<file path="config.mk">
export PLATFORM = sky130hd
export DESIGN_NAME = ddrt_controller_flat
export DESIGN_NICKNAME = d
export VERILOG_FILES = /design/src/hw/ddrt_pkg.sv /design/src/hw/ddrt_if.sv /design/src/hw/ddrt_controller.sv /design/src/flat_wrapper.sv
export SDC_FILE = /design/constraint.sdc
export NUM_CORES = 1
export LEC_CHECK = 0
export BUFFER_PORTS_ARGS = -buffer_cell sky130_fd_sc_hd__buf_2
export CAP_MARGIN = 20
export CORE_MARGIN = 5
export CORE_UTILIZATION = 33
export CTS_BUF_LIST = sky130_fd_sc_hd__clkbuf_4
export CTS_CLUSTER_SIZE = 40
export DETAILED_ROUTE_END_ITERATION = 10
export PLACE_DENSITY = 0.58
export SLEW_MARGIN = 25
export SYNTH_ARGS = -nofsm -noshare
export SYNTH_HDL_FRONTEND = slang
export SYNTH_SLANG_ARGS = --single-unit
</file>
<file path="constraint.sdc">
create_clock -name clk -period 6.15 [get_ports clk]
set_input_delay 0.9225 -clock clk [delete_from_list [all_inputs] [get_ports clk]]
set_output_delay 0.9225 -clock clk [all_outputs]
set_load 0.02 [all_outputs]
</file>
<file path="src/hw/ddrt_pkg.sv">
// Shared constants, command codes and cycle arithmetic for the timing-rule link.
package ddrt_pkg;

    typedef enum logic [3:0] {CMD_NOP, CMD_MRS, CMD_ACT, CMD_RD, CMD_WRA, CMD_PDE, CMD_PDX,
                              CMD_SRE, CMD_SRX} ddrt_cmd_e;
    typedef enum logic [2:0] {ST_IDLE, ST_ACTIVE, ST_APD, ST_PPD, ST_SR} ddrt_state_e;

    localparam int ADDR_W = 14;
    localparam logic [1:0] BA_MR = 2'h0;
    localparam logic [1:0] BA_EMR1 = 2'h1;
    localparam int MR_PD_SLOW_BIT = 12;
    localparam int MR_WR_LSB = 9;
    localparam int EMR_DQS_OFF_BIT = 10;
    localparam int EMR_ADDITIVE_LATENCY_LSB = 3;
    localparam logic [2:0] MR_WR_RESET = 3'h1;
    localparam logic [2:0] ADDITIVE_LATENCY_RESET = 3'h0;

    localparam int TERM_ON_CYC = 2;
    localparam int PD_EXIT_CMD_CYC = 2;
    localparam int XARD_FAST_CYC = 2;
    localparam int XARD_SLOW_BASE = 8;
    localparam int MODE_SET_SPACING_CYC = 2;
    localparam int CLK_PERIOD_PS = 8000;
    localparam int TRP_PS = 15000;

    localparam logic [7:0] REG_CMD = 8'h00;
    localparam logic [7:0] REG_ODT = 8'h04;
    localparam logic [7:0] REG_STATUS = 8'h08;
    localparam logic [7:0] REG_TIMING = 8'h0c;
    localparam int CMD_CODE_LSB = 0;
    localparam int CMD_BA_LSB = 4;
    localparam int CMD_ADDR_LSB = 16;
    localparam int ODT_LEVEL_BIT = 0;
    localparam int ODT_FREQ_BIT = 1;

    // Whole cycles that cover a time given in picoseconds.
    function automatic logic [7:0] param_cycle_count(input int t_ps);
        return 8'((t_ps + CLK_PERIOD_PS - 1) / CLK_PERIOD_PS);
    endfunction

    localparam logic [7:0] PRECHARGE_PERIOD_CYCLES = param_cycle_count(TRP_PS);

    // Count down to zero and hold there.
    function automatic logic [7:0] sat_dec(input logic [7:0] v);
        return (v == 8'h0) ? 8'h0 : v - 8'h1;
    endfunction

endpackage

</file>
<file path="src/hw/ddrt_if.sv">
// Command and termination link between the memory controller and the memory device.
`timescale 1ns/1ps
interface ddrt_if;
    ddrt_pkg::ddrt_cmd_e cmd;
    logic [1:0] ba;
    logic [ddrt_pkg::ADDR_W-1:0] addr;
    logic odt;
    logic freq_chg;
    logic term_on;
    logic dqs_diff;

    modport ctl (output cmd, output ba, output addr, output odt, output freq_chg,
                 input term_on, input dqs_diff);
    modport dev (input cmd, input ba, input addr, input odt, input freq_chg,
                 output term_on, output dqs_diff);
endinterface

</file>
<file path="src/hw/ddrt_controller.sv">
// Memory controller end: AHB-Lite command registers and cycle-counted command spacing.
`timescale 1ns/1ps
module ddrt_controller
    import ddrt_pkg::*;
#(
    parameter int XARD_SLOW_BASE_P = XARD_SLOW_BASE // Slow exit read base for the speed bin.
)
(
    input wire logic clk, // System and link clock.
    input wire logic ce, // Clock enable, freezes all state when low.
    input wire logic resetn, // Synchronous reset, active low.
    input wire logic hsel, // AHB slave select.
    input wire logic [31:0] haddr, // AHB address.
    input wire logic [1:0] htrans, // AHB transfer type.
    input wire logic hwrite, // AHB write.
    input wire logic [2:0] hsize, // AHB size, word only.
    input wire logic [31:0] hwdata, // AHB write data.
    input wire logic hready, // AHB bus ready.
    output logic hreadyout, // AHB slave ready.
    output logic [31:0] hrdata, // AHB read data.
    output logic hresp, // AHB response, always OKAY.
    ddrt_if.ctl link // Command link to the device.
);

    if (XARD_SLOW_BASE_P < 1 || XARD_SLOW_BASE_P > 255)
    begin : g_bad_base
        $error("XARD_SLOW_BASE_P out of range");
    end

    logic dph_reg;
    logic dph_write_reg;
    logic [7:0] dph_addr_reg;
    logic pend_reg;
    ddrt_cmd_e pend_cmd_reg;
    logic [1:0] pend_ba_reg;
    logic [ADDR_W-1:0] pend_addr_reg;
    logic freq_req_reg;
    logic pd_slow_reg;
    logic [2:0] wr_reg;
    logic [2:0] additive_latency_reg;
    ddrt_state_e state_reg;
    logic [7:0] mrd_cnt_reg;
    logic [7:0] xp_cnt_reg;
    logic [7:0] xard_cnt_reg;
    logic [7:0] dal_cnt_reg;
    logic issue;
    logic [7:0] xard_next;
    logic cmd_wr;
    logic low_power;

    function automatic logic [7:0] slow_read_wait(input logic [2:0] lat);
        int v;
        v = XARD_SLOW_BASE_P - int'(lat);
        return (v < 1) ? 8'h1 : 8'(v);
    endfunction

    assign cmd_wr = dph_reg && dph_write_reg && dph_addr_reg == REG_CMD;
    assign low_power = state_reg == ST_SR || state_reg == ST_PPD;

    // Each access takes one wait state so that read data leaves a flip-flop.
    always_ff @(posedge clk)
    begin
        if (!resetn)
        begin
            dph_reg <= 1'b0;
            dph_write_reg <= 1'b0;
            dph_addr_reg <= 8'h0;
            hreadyout <= 1'b1;
            hrdata <= 32'h0;
            hresp <= 1'b0;
        end
        else if (ce)
        begin
            if (!dph_reg && hsel && hready && htrans[1])
            begin
                dph_reg <= 1'b1;
                dph_write_reg <= hwrite;
                dph_addr_reg <= haddr[7:0];
                hreadyout <= 1'b0;
            end
            else if (dph_reg)
            begin
                dph_reg <= 1'b0;
                hreadyout <= 1'b1;
                case (dph_addr_reg)
                    REG_ODT: hrdata <= {30'h0, freq_req_reg, link.odt};
                    REG_STATUS: hrdata <= {24'h0, link.freq_chg, link.dqs_diff, link.term_on,
                                           pd_slow_reg, state_reg, pend_reg};
                    REG_TIMING: hrdata <= {8'h0, PRECHARGE_PERIOD_CYCLES, 5'h0,
                                           additive_latency_reg, 5'h0, wr_reg};
                    default: hrdata <= 32'h0;
                endcase
            end
        end
    end

    // A command write while one is still pending is dropped; software polls busy.
    always_ff @(posedge clk)
    begin
        if (!resetn)
        begin
            pend_reg <= 1'b0;
            pend_cmd_reg <= CMD_NOP;
            pend_ba_reg <= 2'h0;
            pend_addr_reg <= '0;
        end
        else if (ce)
        begin
            if (cmd_wr && !pend_reg)
            begin
                pend_reg <= 1'b1;
                pend_cmd_reg <= ddrt_cmd_e'(hwdata[CMD_CODE_LSB +: 4]);
                pend_ba_reg <= hwdata[CMD_BA_LSB +: 2];
                pend_addr_reg <= hwdata[CMD_ADDR_LSB +: ADDR_W];
            end
            else if (issue)
                pend_reg <= 1'b0;
        end
    end

    // A pending command goes out only once every counter guarding it is zero.
    always_comb
    begin
        case (pend_cmd_reg)
            CMD_MRS: issue = pend_reg && mrd_cnt_reg == 8'h0 && xp_cnt_reg == 8'h0;
            CMD_ACT: issue = pend_reg && xp_cnt_reg == 8'h0 && dal_cnt_reg == 8'h0;
            CMD_RD: issue = pend_reg && xard_cnt_reg == 8'h0 && xp_cnt_reg == 8'h0;
            default: issue = pend_reg && xp_cnt_reg == 8'h0;
        endcase
    end

    always_ff @(posedge clk)
    begin
        if (!resetn)
        begin
            link.cmd <= CMD_NOP;
            link.ba <= 2'h0;
            link.addr <= '0;
        end
        else if (ce)
        begin
            link.cmd <= issue ? pend_cmd_reg : CMD_NOP;
            link.ba <= pend_ba_reg;
            link.addr <= pend_addr_reg;
        end
    end

    always_ff @(posedge clk)
    begin
        if (!resetn)
        begin
            link.odt <= 1'b0;
            freq_req_reg <= 1'b0;
        end
        else if (ce && dph_reg && dph_write_reg && dph_addr_reg == REG_ODT)
        begin
            link.odt <= hwdata[ODT_LEVEL_BIT];
            freq_req_reg <= hwdata[ODT_FREQ_BIT];
        end
    end

    // The clock-change permission is withdrawn as soon as the state leaves the low-power set.
    always_ff @(posedge clk)
    begin
        if (!resetn)
            link.freq_chg <= 1'b0;
        else if (ce)
            link.freq_chg <= freq_req_reg && low_power && !(issue && pend_cmd_reg == CMD_SRX)
                && !(issue && pend_cmd_reg == CMD_PDX);
    end

    // Shadow of the programmed mode registers.
    always_ff @(posedge clk)
    begin
        if (!resetn)
        begin
            pd_slow_reg <= 1'b0;
            wr_reg <= MR_WR_RESET;
            additive_latency_reg <= ADDITIVE_LATENCY_RESET;
        end
        else if (ce && issue && pend_cmd_reg == CMD_MRS)
        begin
            if (pend_ba_reg == BA_MR)
            begin
                pd_slow_reg <= pend_addr_reg[MR_PD_SLOW_BIT];
                wr_reg <= pend_addr_reg[MR_WR_LSB +: 3];
            end
            else if (pend_ba_reg == BA_EMR1)
                additive_latency_reg <= pend_addr_reg[EMR_ADDITIVE_LATENCY_LSB +: 3];
        end
    end

    always_ff @(posedge clk)
    begin
        if (!resetn)
            state_reg <= ST_IDLE;
        else if (ce && issue)
        begin
            case (pend_cmd_reg)
                CMD_ACT: state_reg <= ST_ACTIVE;
                CMD_WRA: state_reg <= ST_IDLE;
                CMD_PDE: state_reg <= (state_reg == ST_ACTIVE) ? ST_APD : ST_PPD;
                CMD_PDX: state_reg <= (state_reg == ST_APD) ? ST_ACTIVE : ST_IDLE;
                CMD_SRE: state_reg <= ST_SR;
                CMD_SRX: state_reg <= ST_IDLE;
                default: state_reg <= state_reg;
            endcase
        end
    end

    always_comb
    begin
        if (pd_slow_reg)
            xard_next = slow_read_wait(additive_latency_reg) - 8'h1;
        else
            xard_next = 8'(XARD_FAST_CYC - 1);
    end

    // Counters load N-1 as the command leaves, so the next may be taken N edges later.
    always_ff @(posedge clk)
    begin
        if (!resetn)
        begin
            mrd_cnt_reg <= 8'h0;
            xp_cnt_reg <= 8'h0;
            xard_cnt_reg <= 8'h0;
            dal_cnt_reg <= 8'h0;
        end
        else if (ce)
        begin
            if (issue && pend_cmd_reg == CMD_MRS)
                mrd_cnt_reg <= 8'(MODE_SET_SPACING_CYC - 1);
            else
                mrd_cnt_reg <= sat_dec(mrd_cnt_reg);
            if (issue && pend_cmd_reg == CMD_PDX)
                xp_cnt_reg <= 8'(PD_EXIT_CMD_CYC - 1);
            else
                xp_cnt_reg <= sat_dec(xp_cnt_reg);
            if (issue && pend_cmd_reg == CMD_PDX && state_reg == ST_APD)
                xard_cnt_reg <= xard_next;
            else
                xard_cnt_reg <= sat_dec(xard_cnt_reg);
            if (issue && pend_cmd_reg == CMD_WRA)
                dal_cnt_reg <= 8'({5'h0, wr_reg} + PRECHARGE_PERIOD_CYCLES - 8'h1);
            else
                dal_cnt_reg <= sat_dec(dal_cnt_reg);
        end
    end

endmodule // ddrt_controller

</file>
<file path="src/flat_wrapper.sv">
// flat-port wrapper written by rule: the top's interface ports become plain ports
module ddrt_controller_flat import ddrt_pkg::*;
#(
    parameter int XARD_SLOW_BASE_P = XARD_SLOW_BASE                                          
)
  (clk, ce, resetn, hsel, haddr, htrans, hwrite, hsize, hwdata, hready, hreadyout, hrdata, hresp, link_cmd, link_ba, link_addr, link_odt, link_freq_chg, link_term_on, link_dqs_diff);
  ddrt_if link_i ();
  input wire logic clk;
  input wire logic ce;
  input wire logic resetn;
  input wire logic hsel;
  input wire logic [31:0] haddr;
  input wire logic [1:0] htrans;
  input wire logic hwrite;
  input wire logic [2:0] hsize;
  input wire logic [31:0] hwdata;
  input wire logic hready;
  output logic hreadyout;
  output logic [31:0] hrdata;
  output logic hresp;
  output wire logic [$bits(link_i.cmd)-1:0] link_cmd;
  output wire logic [$bits(link_i.ba)-1:0] link_ba;
  output wire logic [$bits(link_i.addr)-1:0] link_addr;
  output wire logic [$bits(link_i.odt)-1:0] link_odt;
  output wire logic [$bits(link_i.freq_chg)-1:0] link_freq_chg;
  input wire logic [$bits(link_i.term_on)-1:0] link_term_on;
  input wire logic [$bits(link_i.dqs_diff)-1:0] link_dqs_diff;
  assign link_cmd = link_i.cmd;
  assign link_ba = link_i.ba;
  assign link_addr = link_i.addr;
  assign link_odt = link_i.odt;
  assign link_freq_chg = link_i.freq_chg;
  assign link_i.term_on = link_term_on;
  assign link_i.dqs_diff = link_dqs_diff;
  ddrt_controller #(.XARD_SLOW_BASE_P(XARD_SLOW_BASE_P)) u_core (.clk(clk), .ce(ce), .resetn(resetn), .hsel(hsel), .haddr(haddr), .htrans(htrans), .hwrite(hwrite), .hsize(hsize), .hwdata(hwdata), .hready(hready), .hreadyout(hreadyout), .hrdata(hrdata), .hresp(hresp), .link(link_i));
endmodule
</file>
==> summary.md <==
| Metric | Value |
|---|---|
| Final Cycle Share | `between 40% and 50%` |
| Area occupied by multi-input gates | `about 3000 sq um` |
| Min-Delay Path Class | `reg2reg` |
| DIE HEIGHT | `~140 um` |
| Worst R2R Start | `u_core.dal_cnt_reg[0]$_SDFFE_PN0P_` |
| Int Power | `between 1 and 1.5 mW` |
| Clock share of power | `23.0%` |
| Routed Antenna Nets | `0` |
| Initial Util | `between 30% and 40%` |
| CP Buf/Inv Count | `1` |
| Fillcell total | `1711` |
| Total negative slack | `0 ps` |
| CTS HTree Levels | `3` |
| CTS resizes | `0` |
| Outcome | `finished clean` |
| Family with the most delay on the worst path | `simple AND/OR/NAND/NOR gates` |
| Routed Wire Length | `around 12000 um` |
| Slew headroom | `approximately 45%` |
| Yosys top cell by area | `dfxtp_1` |
| Critical path's slowest cell | `nor4b_4` |
| Hold EP | `u_core.mrd_cnt_reg[5]$_SDFFE_PN0P_` |
| Detailed-route DRC error count | `0` |
| Dominant synthesized flop cell | `dfxtp_1` |
| CP max stage delay | `between 700 and 800 ps` |
| Global-route wire length before repair | `20400 um` |
| Yosys top cell area share | `between 30% and 40%` |
| DR vias | `roughly 4300` |
| Synthesized cell area | `about 5500 sq um` |
| Critical Path End Type | `flip-flop` |
| Sequential-to-total area share from yosys stat | `between 30% and 40%` |
| Avg Vias per Cell | `a little under 5` |
| Flop-to-flop setup slack | `approximately 3200 ps` |
| # Post-CTS Setup Buffers | `0` |
| DRT Pass-1 Iters | `5` |
| Synth cell types | `slightly above 60` |
| FF-to-FF End | `u_core.wr_reg[2]$_SDFFE_PN0P_` |
| Reg clk slew, reported paths | `170 ps` |
| FP Rows | `47` |
| Post-synth EDFFs | `0` |
| Combinational group share of total power | `between 20% and 30%` |
| R2R depth | `7` |
| Hold Crit Start | `u_core.mrd_cnt_reg[5]$_SDFFE_PN0P_` |
| Synth warn | `0` |
| Vias in the first global route | `4120` |
| Wirelength per Cell | `around 14 um` |
| Peak VDD IR | `123 uV` |
| Mapped Cells | `approximately 600` |
| MaxCap Viol Count | `0` |
| IO Port Bufs | `between 70 and 80` |
| Seq cells post-synth | `roughly 110` |
| Layout cells sized above 1 | `roughly 15%` |
| Synthesized area per cell | `~9.0 sq um` |
| GRT overflow | `0` |
| Core area | `between 15000 and 20000 sq um` |
| Iter 0 DRT Violations | `between 100 and 150` |
| Crit Path Class | `reg2reg` |
| Final Setup Violations | `0` |
| Leakage | `about 2.6 nW` |
| CTS root buf | `clkbuf_4` |
| Pin count of the biggest net entering global routing | `121` |
| Clk_lat worst skew | `~460 ps` |
| CP arrival | `approximately 3400 ps` |
| Num CTS Buffers | `9` |
| Final min period | `2990 ps` |
| Hpwl dp | `approximately 8800 um` |
| FF+latch area | `between 2000 and 2500 sq um` |
| Worst-Margin Slew | `810 ps` |
| GP Congestion | `around 0.83` |
| Clk sinks | `between 100 and 150` |
| Worst Skew | `between 15 and 20 ps` |
| Initial antenna violation count | `1` |
| CTS tree | `built` |
| Crit path cell chain | `inv_1 > ha_1 > or3b_1 > o311a_4 > nor4b_4 > and3_1 > mux2i_1` |
| Area delta synth->final | `10.6%` |
| RSZ-0062 raised after global routing | `false` |
| Switching Fraction | `between 30% and 40%` |
| Async set-reset flop share out of synthesis | `0%` |
| Layout Nets | `751` |
| Crit path max fanout | `13` |
| Fin util | `between 30% and 40%` |
| Synth area leaders | `dfxtp_1 40%, mux2i_1 11%, nor2b_1 10%` |
| Hold bufs inserted after CTS | `0` |
| PwrDens | `between 200 and 300 nW/um^2` |
| Startpoint types | `flip-flop` |
| DIE WIDTH | `139 um` |
| Hold path depth | `2` |
| Final Max Tran Viols | `0` |
| Net switching power | `about 0.53 mW` |
| Total GRT Usage | `12.4%` |
| Seq pwr share | `50.8%` |
| FMAX | `approximately 330 MHz` |
| Die area | `between 15000 and 20000 sq um` |
| IO Pins | `133` |
| Clock tree buffer depth | `2` |
| Req. time, crit path | `about 6500 ps` |
| Final Hold Violating Endpoints | `0` |
## worst min-delay path, stage by stage, from the launching register on
cell and delay, ps:
dfxtp_1 350, nand2_1 50, a21boi_0 60
## stage by stage
step	instances	hold WS, ps	area (sq um)	power [mW]	worst slack, ps
finish	887	486	6100	1.59	3160
floorplan	633	441	5590	1.16	3940
detailed placement	869	464	5930	1.24	2710
global route	887	535	6100	1.70	2970
CTS	885	488	6070	1.61	3140
global placement	869	455	5930	1.22	2750
## cells in the mapped netlist (all sizes together), types with 3 or more instances
master  count
mux2        3
nor4        6
nor3b       4
o21a        9
or3b        3
clkbuf     29
and2        4
mux2i      60
nor2b      89
o31ai       4
o211ai      5
buf        30
a21oi      21
inv        20
ha         13
nand2b      8
dfxtp     109
nand3       8
a31oi       3
nand4       8
or4b        4
nor2       17
nor4b       4
a22oi      10
o21ai      24
o22ai       5
nor3       16
nand2      43
and3        5
o211a       3
or3         7
a21boi     10
nand3b      4
or4         5
## power groups by stage
stage	clock [mW]	combinational (mW)	sequential, mW
3_5_place_dp	0	0.414	0.823
5_1_grt	0.408	0.476	0.817
2_1_floorplan	0	0.353	0.810
3_3_place_gp	0	0.403	0.820
6_report	0.366	0.417	0.810
4_1_cts	0.382	0.415	0.808
## routing by layer
| layer | vias to the layer above | part of all wire, % | GRT usage (%) |
|---|---|---|---|
| li1 | 2195 | - | - |
| met1 | 1979 | 45 | 15.7 |
| met2 | 94 | 47 | 20.8 |
| met3 | 17 | 5.7 | 2.74 |
| met4 | 0 | 2.0 | 4.69 |
| met5 | - | 0 | 0 |
## cell families after synthesis
| logic type | after synthesis | synth area share, % |
|---|---|---|
| AO/OA/AOI/OAI | 107 | 12.9 |
| XOR/XNOR | 1 | 0.159 |
| adder cells (fa/ha/maj) | 13 | 2.95 |
| buffers and inverters | 79 | 7.14 |
| flip-flops | 109 | 39.5 |
| multiplexers | 63 | 11.5 |
| other | 1 | 0.0680 |
| AND/OR/NAND/NOR | 240 | 25.7 |
## final cells by class
cell class                 count  area share (%)
inverter                      20            1.23
sequential                   109            35.8
tap                          220            4.51
clock buffer                   9            1.11
multi-input combinational    445            49.4
timing repair buffer          76            6.77
antenna                        1          0.0410
clock inverter                 7            1.15
## worst max path at each step
stage,startpoint,to,depth (start not counted)
after floorplan,u_core.dal_cnt_reg[0]$_SDFFE_PN0P_,u_core.additive_latency_reg[0]$_SDFFE_PN0P_,9
after global placement,ce,u_core.additive_latency_reg[2]$_SDFFE_PN0P_,6
after CTS,u_core.dal_cnt_reg[0]$_SDFFE_PN0P_,u_core.wr_reg[2]$_SDFFE_PN0P_,7
after detailed placement,ce,u_core.additive_latency_reg[1]$_SDFFE_PN0P_,6
after global routing,u_core.dal_cnt_reg[0]$_SDFFE_PN0P_,u_core.wr_reg[2]$_SDFFE_PN0P_,7
final,u_core.dal_cnt_reg[0]$_SDFFE_PN0P_,u_core.wr_reg[2]$_SDFFE_PN0P_,7
## layout by cell type (no fill, tap or decap), types with 3 or more instances in the layout
cell / n
nand2_1: 43
a21boi_0: 8
o21a_1: 9
nand2b_1: 8
inv_1: 20
inv_6: 3
a22oi_1: 10
nor4_1: 4
nor3b_1: 4
and3_1: 5
o22ai_1: 5
o211a_1: 3
clkbuf_4: 9
dfxtp_1: 109
nor2b_1: 89
ha_1: 13
o211ai_1: 5
a21oi_1: 21
mux2i_1: 60
a31oi_1: 3
o21ai_0: 20
or4b_2: 3
o21ai_1: 4
conb_1: 21
nor3_1: 16
nand3_1: 8
or3_1: 7
o31ai_1: 4
or4_1: 5
buf_4: 4
buf_2: 71
mux2_2: 3
nand3b_1: 4
nand4_1: 8
nor2_1: 17
and2_1: 3
nor4b_1: 3
Note: power is estimated with default switching activity, not from simulation.
